<file path="src/design/adp_pkg.sv">
// Shared constants, register map and helpers of the converter pair sequencer
package adp_pkg;

   // ---------------------------------------------------------------
   // Widths and timing
   // ---------------------------------------------------------------
   localparam int DATA_W = 32;
   localparam int ADDR_W = 8;
   localparam int RES_W = 10;
   localparam int DIV_W = 3;
   localparam int CNT_W = 5;
   localparam int SEL_W = 3;
   localparam logic [1:0] SAMPLE_CLKS = 2'h2;
   localparam logic [3:0] MSB_INDEX = 4'h9;
   localparam logic [RES_W-1:0] RES_ZERO = 10'h000;

   // ---------------------------------------------------------------
   // Register byte offsets
   // ---------------------------------------------------------------
   localparam logic [ADDR_W-1:0] OFS_CTRL = 8'h00;
   localparam logic [ADDR_W-1:0] OFS_STAT = 8'h04;
   localparam logic [ADDR_W-1:0] OFS_MASK = 8'h08;
   localparam logic [ADDR_W-1:0] OFS_PEND = 8'h0c;
   localparam logic [2:0] PAIR_BLOCK = 3'h1;
   localparam logic [1:0] RES_BLOCK = 2'h1;

   // ---------------------------------------------------------------
   // Field layouts and reset values
   // ---------------------------------------------------------------
   localparam int CTRL_ON_BIT = 15;
   localparam int CTRL_PLL_BIT = 8;
   localparam int CTRL_DIV_LSB = 0;
   localparam logic [15:0] CTRL_RESET = 16'h0000;
   localparam logic [15:0] CTRL_WMASK = 16'h8107;
   localparam int PCFG_EN_BIT = 7;
   localparam int PCFG_SEL_LSB = 0;
   localparam logic [7:0] PCFG_RESET = 8'h00;
   localparam logic [7:0] PCFG_WMASK = 8'h87;

   // ---------------------------------------------------------------
   // Converter clock divisor
   // ---------------------------------------------------------------
   localparam logic [DIV_W-1:0] PLL_MIN_CODE = 3'h2;
   localparam logic [DIV_W-1:0] PLL_FALLBACK_CODE = 3'h2;
   localparam logic [CNT_W-1:0] DIV_BASE = 5'h04;

   typedef enum logic [1:0] {SEQ_IDLE, SEQ_SAMPLE, SEQ_CONV} adp_seq_state_type;

   // Code n divides by 4 + 2n; with the PLL the two fastest codes fall back
   function automatic logic [CNT_W-1:0] adp_div_ratio(input logic [DIV_W-1:0] code, input logic pll);
      logic [DIV_W-1:0] eff;
      eff = (pll && (code < PLL_MIN_CODE)) ? PLL_FALLBACK_CODE : code;
      return DIV_BASE + {1'b0, eff, 1'b0};
   endfunction

endpackage

</file>
<file path="src/design/adp_top.sv">
// Converter pair sequencer: register slave, triggers, sampling and SAR conversion
`timescale 1ns/1ps
module adp_top
   import adp_pkg::*;
#(
   parameter int NUM_PAIRS = 6,
   parameter int NUM_TRIG = 8
)
(
   input wire logic sys_clk,
   input wire logic rst,
   input wire logic [ADDR_W-1:0] avs_address,
   input wire logic avs_read,
   input wire logic avs_write,
   input wire logic [DATA_W-1:0] avs_writedata,
   input wire logic [3:0] avs_byteenable,
   output logic [DATA_W-1:0] avs_readdata,
   output logic avs_waitrequest,
   input wire logic [NUM_TRIG-1:0] trig_in,
   input wire logic comp_in,
   output logic sample_hold,
   output logic conv_active,
   output logic [3:0] conv_channel,
   output logic [RES_W-1:0] sar_trial,
   output logic irq
);

   localparam int NUM_CH = 2 * NUM_PAIRS;

   // ---------------------------------------------------------------
   // Elaboration checks
   // ---------------------------------------------------------------
   if (NUM_PAIRS < 1 || NUM_PAIRS > 8) begin : g_bad_pairs
      $error("NUM_PAIRS must lie between 1 and 8");
   end
   if (NUM_TRIG < 1 || NUM_TRIG > 8) begin : g_bad_trig
      $error("NUM_TRIG must lie between 1 and 8");
   end

   // ---------------------------------------------------------------
   // Helpers
   // ---------------------------------------------------------------
   function automatic logic [15:0] be_merge(input logic [15:0] old, input logic [DATA_W-1:0] wd,
                                            input logic [3:0] be, input logic [15:0] wmask);
      logic [15:0] nv;
      nv = old;
      if (be[0]) begin
         nv[7:0] = wd[7:0];
      end
      if (be[1]) begin
         nv[15:8] = wd[15:8];
      end
      return (nv & wmask) | (old & ~wmask);
   endfunction

   function automatic logic [2:0] lowest_set(input logic [7:0] v);
      logic [2:0] idx;
      idx = 3'h0;
      for (int i = 7; i >= 0; i--) begin
         if (v[i]) begin
            idx = 3'(i);
         end
      end
      return idx;
   endfunction

   // ---------------------------------------------------------------
   // Registers
   // ---------------------------------------------------------------
   logic [15:0] ctrl_q;
   logic [7:0] pcfg_q [NUM_PAIRS];
   logic [NUM_PAIRS-1:0] stat_q;
   logic [NUM_PAIRS-1:0] mask_q;
   logic [NUM_PAIRS-1:0] pend_q;
   logic [RES_W-1:0] res_q [NUM_CH];
   logic rd_ack_q;
   logic [DATA_W-1:0] rdata_q;

   wire logic converter_on;
   wire logic pll_in_use;
   wire logic [DIV_W-1:0] conv_clock_divisor;
   wire logic conv_tick;

   assign converter_on = ctrl_q[CTRL_ON_BIT];
   assign pll_in_use = ctrl_q[CTRL_PLL_BIT];
   assign conv_clock_divisor = ctrl_q[CTRL_DIV_LSB +: DIV_W];

   adp_clkdiv u_clkdiv (
      .sys_clk(sys_clk),
      .rst(rst),
      .converter_on(converter_on),
      .pll_in_use(pll_in_use),
      .conv_clock_divisor(conv_clock_divisor),
      .conv_tick(conv_tick)
   );

   // ---------------------------------------------------------------
   // Bus decode
   // ---------------------------------------------------------------
   wire logic sel_ctrl;
   wire logic sel_stat;
   wire logic sel_mask;
   wire logic sel_pend;
   wire logic sel_pair;
   wire logic sel_res;
   wire logic [2:0] pair_idx;
   wire logic [3:0] res_idx;
   wire logic wr_en;
   wire logic rd_take;
   wire logic rd_done;
   logic [DATA_W-1:0] rd_word;

   assign sel_ctrl = (avs_address == OFS_CTRL);
   assign sel_stat = (avs_address == OFS_STAT);
   assign sel_mask = (avs_address == OFS_MASK);
   assign sel_pend = (avs_address == OFS_PEND);
   assign pair_idx = avs_address[4:2];
   assign res_idx = avs_address[5:2];
   assign sel_pair = (avs_address[7:5] == PAIR_BLOCK) && (avs_address[1:0] == 2'h0) && (int'(pair_idx) < NUM_PAIRS);
   assign sel_res = (avs_address[7:6] == RES_BLOCK) && (avs_address[1:0] == 2'h0) && (int'(res_idx) < NUM_CH);
   // Writes finish at once; reads take one wait cycle so read data come from a flip-flop
   assign wr_en = avs_write & ~avs_read;
   assign rd_take = avs_read & ~rd_ack_q;
   assign rd_done = avs_read & rd_ack_q;
   assign avs_waitrequest = avs_read & ~rd_ack_q;
   assign avs_readdata = rdata_q;

   always_comb begin
      rd_word = '0;
      if (sel_ctrl) begin
         rd_word[15:0] = ctrl_q;
      end else if (sel_stat) begin
         rd_word[NUM_PAIRS-1:0] = stat_q;
      end else if (sel_mask) begin
         rd_word[NUM_PAIRS-1:0] = mask_q;
      end else if (sel_pend) begin
         rd_word[NUM_PAIRS-1:0] = pend_q;
      end else if (sel_pair) begin
         rd_word[7:0] = pcfg_q[pair_idx];
      end else if (sel_res) begin
         rd_word[RES_W-1:0] = res_q[res_idx];
      end
   end

   always_ff @(posedge sys_clk or posedge rst) begin
      if (rst) begin
         rd_ack_q <= 1'b0;
         rdata_q <= '0;
      end else begin
         rd_ack_q <= rd_take;
         if (rd_take) begin
            rdata_q <= rd_word;
         end
      end
   end

   always_ff @(posedge sys_clk or posedge rst) begin
      if (rst) begin
         ctrl_q <= CTRL_RESET;
         mask_q <= '0;
      end else if (wr_en) begin
         if (sel_ctrl) begin
            ctrl_q <= be_merge(ctrl_q, avs_writedata, avs_byteenable, CTRL_WMASK);
         end
         if (sel_mask && avs_byteenable[0]) begin
            mask_q <= avs_writedata[NUM_PAIRS-1:0];
         end
      end
   end

   for (genvar p = 0; p < NUM_PAIRS; p++) begin : g_pcfg
      always_ff @(posedge sys_clk or posedge rst) begin
         if (rst) begin
            pcfg_q[p] <= PCFG_RESET;
         end else if (wr_en && sel_pair && (int'(pair_idx) == p) && avs_byteenable[0]) begin
            pcfg_q[p] <= avs_writedata[7:0] & PCFG_WMASK;
         end
      end
   end

   // ---------------------------------------------------------------
   // Pin synchronisers
   // ---------------------------------------------------------------
   logic [NUM_TRIG:0] s1_q;
   logic [NUM_TRIG:0] s2_q;
   logic [NUM_TRIG:0] s3_q;
   logic [NUM_TRIG:0] lvl_q;
   wire logic [NUM_TRIG:0] lvl_d;
   wire logic [NUM_TRIG-1:0] trig_rise;
   wire logic comp_now;

   // A level counts only once the second and third stage agree
   assign lvl_d = (s2_q & s3_q) | (lvl_q & (s2_q ^ s3_q));
   assign trig_rise = lvl_d[NUM_TRIG-1:0] & ~lvl_q[NUM_TRIG-1:0];
   assign comp_now = lvl_d[NUM_TRIG];

   always_ff @(posedge sys_clk or posedge rst) begin
      if (rst) begin
         s1_q <= '0;
         s2_q <= '0;
         s3_q <= '0;
         lvl_q <= '0;
      end else begin
         s1_q <= {comp_in, trig_in};
         s2_q <= s1_q;
         s3_q <= s2_q;
         lvl_q <= lvl_d;
      end
   end

   // ---------------------------------------------------------------
   // Sequencer
   // ---------------------------------------------------------------
   adp_seq_state_type state_q;
   logic [1:0] smp_cnt_q;
   logic [3:0] bit_q;
   logic side_q;
   logic [2:0] pair_q;
   logic [RES_W-1:0] code_q;

   logic [NUM_PAIRS-1:0] trig_evt;
   logic [7:0] pend_wide;
   logic [7:0] rise_wide;
   wire logic start;
   wire logic [2:0] grant;
   wire logic [NUM_PAIRS-1:0] grant_clr;
   wire logic [RES_W-1:0] bit_mask;
   wire logic [RES_W-1:0] resolved;
   wire logic bit_tick;
   wire logic last_bit;
   wire logic pair_done;
   wire logic [3:0] cur_ch;

   always_comb begin
      trig_evt = '0;
      pend_wide = '0;
      // Select codes beyond the last trigger pin see a quiet source
      rise_wide = '0;
      rise_wide[NUM_TRIG-1:0] = trig_rise;
      for (int p = 0; p < NUM_PAIRS; p++) begin
         trig_evt[p] = pcfg_q[p][PCFG_EN_BIT] && rise_wide[pcfg_q[p][PCFG_SEL_LSB +: SEL_W]];
         pend_wide[p] = pend_q[p];
      end
   end

   assign start = (state_q == SEQ_IDLE) && conv_tick && (pend_q != '0);
   assign grant = lowest_set(pend_wide);
   assign grant_clr = start ? NUM_PAIRS'(1) << grant : '0;
   assign bit_mask = RES_W'(1) << bit_q;
   assign resolved = comp_now ? code_q : (code_q & ~bit_mask);
   assign bit_tick = (state_q == SEQ_CONV) && conv_tick;
   assign last_bit = (bit_q == 4'h0);
   assign pair_done = bit_tick && last_bit && side_q;
   assign cur_ch = {pair_q, side_q};

   // A trigger landing in the cycle its pair is granted counts as a fresh request
   always_ff @(posedge sys_clk or posedge rst) begin
      if (rst) begin
         pend_q <= '0;
      end else if (!converter_on) begin
         pend_q <= '0;
      end else begin
         pend_q <= (pend_q & ~grant_clr) | trig_evt;
      end
   end

   always_ff @(posedge sys_clk or posedge rst) begin
      if (rst) begin
         state_q <= SEQ_IDLE;
         smp_cnt_q <= '0;
         bit_q <= '0;
         side_q <= 1'b0;
         pair_q <= '0;
         code_q <= RES_ZERO;
      end else if (!converter_on) begin
         state_q <= SEQ_IDLE;
      end else if (conv_tick) begin
         unique case (state_q)
            SEQ_IDLE: begin
               if (start) begin
                  state_q <= SEQ_SAMPLE;
                  pair_q <= grant;
                  side_q <= 1'b0;
                  smp_cnt_q <= '0;
               end
            end
            SEQ_SAMPLE: begin
               smp_cnt_q <= smp_cnt_q + 2'h1;
               if (smp_cnt_q == SAMPLE_CLKS - 2'h1) begin
                  state_q <= SEQ_CONV;
                  side_q <= 1'b0;
                  bit_q <= MSB_INDEX;
                  code_q <= RES_ZERO | (RES_W'(1) << MSB_INDEX);
               end
            end
            SEQ_CONV: begin
               if (!last_bit) begin
                  bit_q <= bit_q - 4'h1;
                  code_q <= resolved | (RES_W'(1) << (bit_q - 4'h1));
               end else if (!side_q) begin
                  side_q <= 1'b1;
                  bit_q <= MSB_INDEX;
                  code_q <= RES_ZERO | (RES_W'(1) << MSB_INDEX);
               end else begin
                  state_q <= SEQ_IDLE;
               end
            end
         endcase
      end
   end

   for (genvar c = 0; c < NUM_CH; c++) begin : g_res
      always_ff @(posedge sys_clk or posedge rst) begin
         if (rst) begin
            res_q[c] <= RES_ZERO;
         end else if (bit_tick && last_bit && (int'(cur_ch) == c)) begin
            res_q[c] <= resolved;
         end
      end
   end

   // ---------------------------------------------------------------
   // Interrupt status
   // ---------------------------------------------------------------
   wire logic [NUM_PAIRS-1:0] stat_set;
   wire logic [NUM_PAIRS-1:0] stat_clr;

   assign stat_set = pair_done ? NUM_PAIRS'(1) << pair_q : '0;
   // Clear only what the read returned, so an event landing in the wait cycle survives
   assign stat_clr = (rd_done && sel_stat) ? rdata_q[NUM_PAIRS-1:0] : '0;

   always_ff @(posedge sys_clk or posedge rst) begin
      if (rst) begin
         stat_q <= '0;
      end else begin
         stat_q <= (stat_q & ~stat_clr) | stat_set;
      end
   end

   assign irq = |(stat_q & mask_q);

   // ---------------------------------------------------------------
   // Analog front-end drive
   // ---------------------------------------------------------------
   // The comparator answer reaches the sequencer three system clocks after a trial
   // change, so even divide by four resolves each bit in time
   assign sample_hold = (state_q == SEQ_SAMPLE);
   assign conv_active = (state_q == SEQ_CONV);
   assign conv_channel = (state_q == SEQ_IDLE) ? 4'h0 : cur_ch;
   assign sar_trial = code_q;

endmodule

</file>
<file path="src/design/adp_clkdiv.sv">
// Converter clock divider producing one-cycle converter clock enables
`timescale 1ns/1ps
module adp_clkdiv
   import adp_pkg::*;
(
   input wire logic sys_clk,
   input wire logic rst,
   input wire logic converter_on,
   input wire logic pll_in_use,
   input wire logic [DIV_W-1:0] conv_clock_divisor,
   output logic conv_tick
);

   logic [CNT_W-1:0] cnt_q;
   logic [CNT_W-1:0] cnt_d;
   wire logic [CNT_W-1:0] ratio;
   wire logic at_end;

   assign ratio = adp_div_ratio(conv_clock_divisor, pll_in_use);
   // Compare with >= so a shrinking divisor cannot make the counter run past its end
   assign at_end = (cnt_q >= (ratio - CNT_W'(1)));
   assign conv_tick = converter_on & at_end;
   assign cnt_d = at_end ? '0 : cnt_q + CNT_W'(1);

   always_ff @(posedge sys_clk or posedge rst) begin
      if (rst) begin
         cnt_q <= '0;
      end else if (!converter_on) begin
         cnt_q <= '0;
      end else begin
         cnt_q <= cnt_d;
      end
   end

endmodule

</file>
<file path="config.mk">
export PLATFORM = sky130hd
export DESIGN_NAME = adp_top
export DESIGN_NICKNAME = d
export VERILOG_FILES = /design/src/design/adp_pkg.sv /design/src/design/adp_top.sv /design/src/design/adp_clkdiv.sv
export SDC_FILE = /design/constraint.sdc
export NUM_CORES = 1
export LEC_CHECK = 0
export ABC_AREA = 1
export BUFFER_PORTS_ARGS = -buffer_cell sky130_fd_sc_hd__buf_4
export CELL_PAD_IN_SITES_DETAIL_PLACEMENT = 1
export CELL_PAD_IN_SITES_GLOBAL_PLACEMENT = 1
export CORE_UTILIZATION = 50
export CTS_BUF_LIST = sky130_fd_sc_hd__clkbuf_4
export CTS_CLUSTER_DIAMETER = 120
export DETAILED_ROUTE_END_ITERATION = 10
export HOLD_SLACK_MARGIN = 0.12
export PLACE_DENSITY_LB_ADDON = 0.1
export SLEW_MARGIN = 10
export SYNTH_ARGS = -nofsm -noshare
export SYNTH_HDL_FRONTEND = slang
export SYNTH_SLANG_ARGS = --single-unit
</file>
<file path="constraint.sdc">
create_clock -name sys_clk -period 14.15 [get_ports sys_clk]
set_input_delay 2.83 -clock sys_clk [delete_from_list [all_inputs] [get_ports sys_clk]]
set_output_delay 2.83 -clock sys_clk [all_outputs]
set_load 0.005 [all_outputs]
</file>
Word level (Yosys, flattened, before mapping) --
Index checks and enable logic that the tools add are counted. W data, S select, Z words.
Word-level totals: bits in registers 258, bits in latches 0, bits in writable memories 0, memory bits (read-only) 0, bits of input ports 57, output and inout bits 50, word-level logic and storage cells 245, memories kept 0
Cells by class: add/sub/neg operators 5, multipliers 0, divide/modulo/power cells 0, $lt $le $gt $ge 12, equal/unequal tests 33, shifts and indexed selects 4, mux-type cells 71, bitwise operators 25, reduce and logical (&&, ||, !) cells 60
Operators with widths (number):
- $mux W10 | 8
- $mux W6 | 8
- $mux W8 | 6
- $logic_and A1 B1 Y1 | 43
- $bmux W10 S4 | 1
- $eq A4 B4 Y1 const B | 8
- $mux W3 | 10
- $mux W4 | 7
- $bmux W8 S3 | 1
- $lt A3 B4 Y1 const B | 6
- $pmux W10 S2 | 1
- $shl A1 B4 Y10 const A | 2
- $and A6 B6 Y6 | 3
- $and A9 B9 Y9 | 2
- $bmux W1 S3 | 6
- $eq A8 B4 Y1 const B | 2
- $mux W2 | 8
- $or A16 B15 Y16 | 1
- $reduce_and A5 Y1 | 3
- $eq A3 B3 Y1 const B | 4
- $not A6 Y6 | 2
- $or A6 B6 Y6 | 2
- $shl A1 B3 Y6 const A | 2
- $and A10 B10 Y10 | 1
- 47 further kinds | 73

Logic depth before layout (Yosys ltp) --
word-level depth 14, depth in mapped cells 17, mapped depth without buffers 15

Modules after synthesis --
A second synthesis with hierarchy kept.
Second synthesis, totals: cell total of the unflattened synthesis 1396, area, all modules 11439.7 µm²
Modules (own cells, without submodules):
- adp_top | times used 1, cells an instance 1345, area an instance 11068.1 µm², seq. area each 5930.7 µm²
- adp_clkdiv | times used 1, cells an instance 51, area an instance 371.6 µm², seq. area each 125.1 µm²

Worst setup path after synthesis --
No wires, ideal clock.
path kind in2out, start point in avs_read, end point out avs_waitrequest, arrival 3.123 ns, required time 11.320 ns, path slack 8.197 ns, stages on the path 2, buffers on the path 0, path through inv_1 nor2_1
Between the ends: word-level cells in the longest chain between the ends 1
RTL lines:
- start, declared | RTL line adp_top.sv:13 | input wire logic avs_read,
- $and A1 B1 Y1 | RTL line adp_top.sv:125 | assign avs_waitrequest = avs_read & ~rd_ack_q;
- end, declared | RTL line adp_top.sv:18 | output logic avs_waitrequest,
No other way between the ends.

Final worst setup path --
Ends and elaborated chain as after synthesis.

==> results by group <==
Clocking
  – Htree depth: 3
  – TritonCTS Sinks: 242
  – Number of buffers added by the clock tree synthesis step: 69
  – Clock latency of the later-clocked register in the worst-skew pair: 0.70 ns
  – Hold Buf Count CTS: 0
  – Library cell used as clock root buffer: clkbuf_4
  – Number of post-CTS setup repair buffers: 0
  – CTS clk-pin slew, worst paths: 0.06 ns
  – Post-CTS sizing: 0
  – CTS tree: done
  – Buffer depth of the longest clock path: 3

Floorplanning
  – Cell row count: 56
  – Area of the placeable core: 23400 sq um
  – Floorplan die height: 156 um
  – Overall die width: 156 um
  – Num ports: 107
  – Area of the die: 24400 sq um
  – Initial core utilization: 50.8%

Pwr
  – Worst VDD drop: 0.0893 mV
  – Leakage power: 6.50 nW
  – Power density over the cells: 133 nW/um^2
  – Total power draw: 1.78 mW

Routing
  – ANT nets after route: 0
  – Routed len/inst: 19.0 um
  – Number of vias in the routed layout: 10400
  – Starting DRT DRC Count: 681
  – Via density: 5.47
  – Final Routed Wirelength: 36.1 mm
  – Drt pass-1 iters: 5
  – Remaining DRCs: 0

Timing
  – Slew Limit Fails: 0
  – Worst hold slack: 0.343 ns
  – Final Skew: 0.0558 ns
  – Final critical-path share of the clock period: 45.3%
  – FMAX: 156 MHz
  – Total negative slack for setup checks: 0 ns
  – Final Critical Period: 6.40 ns
  – Number of hold violations in the final report: 0
  – Transition at the pin with the smallest max-transition slack: 1.17 ns
  – RSZ-0062 raised after global routing: no
  – Slew margin rel.: 21.8%
  – Count of final setup violators: 0

Cells and area
  – Fraction of layout instances using a drive strength above 1: 14.6%
  – Most common library cell in the layout ignoring fill and taps: nand2_1
  – Leading cell types in the layout, fill and taps excluded: nand2_1, dfrtp_1, o21ai_0
  – Area grow syn2layout: 12.5%
  – Final design utilization: 57.2%
  – Final cell count without fillers: 1901
  – Layout Nets: 1604
  – Layout filler cell count: 2954

Global routing
  – Wire length of the first global-routing pass: 58.4 mm
  – Leftover overflow at the end of global routing: 0
  – Pin count of the biggest net entering global routing: 90
  – Global-route usage over all layers: 31.3%
  – Via count of the first global-routing pass: 10900
  – Initial antenna violation count: 1

Yosys
  – Post-Syn Area per Cell: 8.29 sq um
  – EDFF count, synth: 0
  – Cell count after synthesis: 1434
  – Share of async-settable or async-resettable flops after synthesis: 100%
  – Number of distinct standard cells referenced by the synthesized netlist: 46
  – Yosys warning count: 0
  – Share of synthesized area occupied by flip-flops and latches: 50.9%
  – Cell area after technology mapping: 11900 sq um
  – FF+latch count, synth: 242
  – Most used flip-flop cell after synthesis: dfrtp_1

Worst setup path
  – Top fanout value on the critical path: 7
  – Cell with the most instances on the worst path: buf_4
  – Slowest library cell on the worst path: nor2_1
  – Startpoint types: input port
  – Path type of the worst setup path: in -> out
  – Crit. End Element: output pin
  – Worst Path Arrival: 3.57 ns
  – Required time at the endpoint of the critical path: 11.32 ns
  – CP peak stage delay: 0.40 ns
  – Cell Chain, Critical Path: buf_4 > inv_1 > nor2_1 > buf_4

Placement
  – Port buffer count: 60
  – Cell count after placement: 1777
  – Final estimated routing congestion in global placement: 0.884
  – Placed wire-length estimate after detailed placement: 24.4 mm

Worst hold path
  – HP Class: reg -> reg

Run status
  – Status: finished clean

Run
  – Max-Cap Viols: 0
-- layer usage --
layer,GRT usage [%],wire (um),vias to the layer above
li1,-,-,4885
met1,39.0,15100,5135
met2,53.6,18000,295
met3,5.04,1870,83
met4,14.1,1120,0
met5,0,0,-
-- cells in the mapped netlist, types with 2 or more instances --
cell type	n	area share (%)
a21oi_1	52	2.2
a21oi_2	2	0.15
a221oi_1	2	0.15
a22oi_1	3	0.19
a31oi_1	3	0.16
buf_2	14	0.59
buf_4	22	1.4
buf_6	7	0.66
clkbuf_1	17	0.54
clkinv_1	3	0.095
dfrtp_1	242	51
ha_1	18	1.9
inv_1	136	4.3
inv_2	5	0.16
mux2_2	2	0.19
nand2_1	437	14
nand2_2	3	0.16
nand3_1	51	2.1
nand3_2	6	0.51
nand4_1	20	1.1
nor2_1	96	3.0
nor2_2	5	0.26
nor2_4	4	0.38
nor2_8	6	1.0
nor3_1	5	0.21
o2111ai_1	11	0.81
o211ai_1	7	0.44
o21a_1	17	1.1
o21ai_0	152	6.4
o21ai_1	34	1.4
o21ai_2	19	1.4
o221ai_1	12	0.88
o22ai_1	5	0.26
or2_2	2	0.11
xor2_1	3	0.22
-- final cells by class --
cell class	count	area (sq um)	share of cell area, %
Sequential cell	242	6060	45.3
Multi-Input combinational cell	1005	4980	37.2
Clock buffer	99	743	5.55
Inverter	145	554	4.14
Timing Repair Buffer	66	495	3.70
Tap cell	319	399	2.98
Clock inverter	24	153	1.14
Antenna cell	1	2.50	0.0187
-- kinds of logic after synthesis --
kind of cell | Yosys count | share of synthesized area (%)
AND/OR/NAND/NOR | 639 | 23.0
adder cells (fa/ha/maj) | 18 | 1.89
XOR/XNOR | 4 | 0.295
AO/OA/AOI/OAI | 321 | 15.7
other | 1 | 0.0315
flip-flops | 242 | 50.9
buffers and inverters | 207 | 7.93
multiplexers | 2 | 0.189
-- worst max-delay path, delay by kind of cell --
family | cells | cell delay, ns
and+or+nand+nor | 1 | 0.40
buffers and inverters | 3 | 0.34
-- path summary, 6_finish.rpt --
kind	from	slack (ns)	endpoint	cells after the start
worst max-delay path	avs_read	7.75	avs_waitrequest	4
min in group asynchronous	rst	2.23	sar_trial[8]$_DFFE_PP0P_	2
max in group asynchronous	rst	9.40	res_q[40]$_DFFE_PP0P_	4
worst min-delay path	s1_q[2]$_DFF_PP0_	0.34	s2_q[2]$_DFF_PP0_	0
worst min register to register	s1_q[2]$_DFF_PP0_	0.34	s2_q[2]$_DFF_PP0_	0
worst max register to register	ctrl_q[2]$_DFFE_PP0P_	11.26	res_q[52]$_DFFE_PP0P_	15
-- state kept, by name (all words and copies together), names as in the netlist --
| name | flops |
|---|---|
| res_q | 120 |
| pcfg_q | 24 |
| avs_readdata | 11 |
| sar_trial | 10 |
| lvl_q | 9 |
| s1_q | 9 |
| s2_q | 9 |
| s3_q | 9 |
| mask_q | 6 |
| pend_q | 6 |
| stat_q | 6 |
| ctrl_q | 5 |
| u_clkdiv.cnt_q | 5 |
| bit_q | 4 |
| pair_q | 3 |
| smp_cnt_q | 2 |
| state_q | 2 |
| rd_ack_q | 1 |
| side_q | 1 |
-- where the power goes --
part	leakage, nW	internal (mW)	switching (mW)
clock	0.526	0.360	0.308
sequential	3.23	0.735	0.0385
combinational	2.75	0.0951	0.243
total	6.50	1.19	0.589
-- stage by stage --
| step | setup WS (ns) | instance area, sq um |
|---|---|---|
| 3_3_place_gp | 7.81 | 12500 |
| 3_5_place_dp | 7.77 | 12500 |
| 6_report | 7.75 | 13400 |
| 5_1_grt | 7.71 | 13400 |
| 2_1_floorplan | 4.68 | 12000 |
| 4_1_cts | 7.77 | 13400 |
Note: power is estimated with default switching activity, not from simulation.
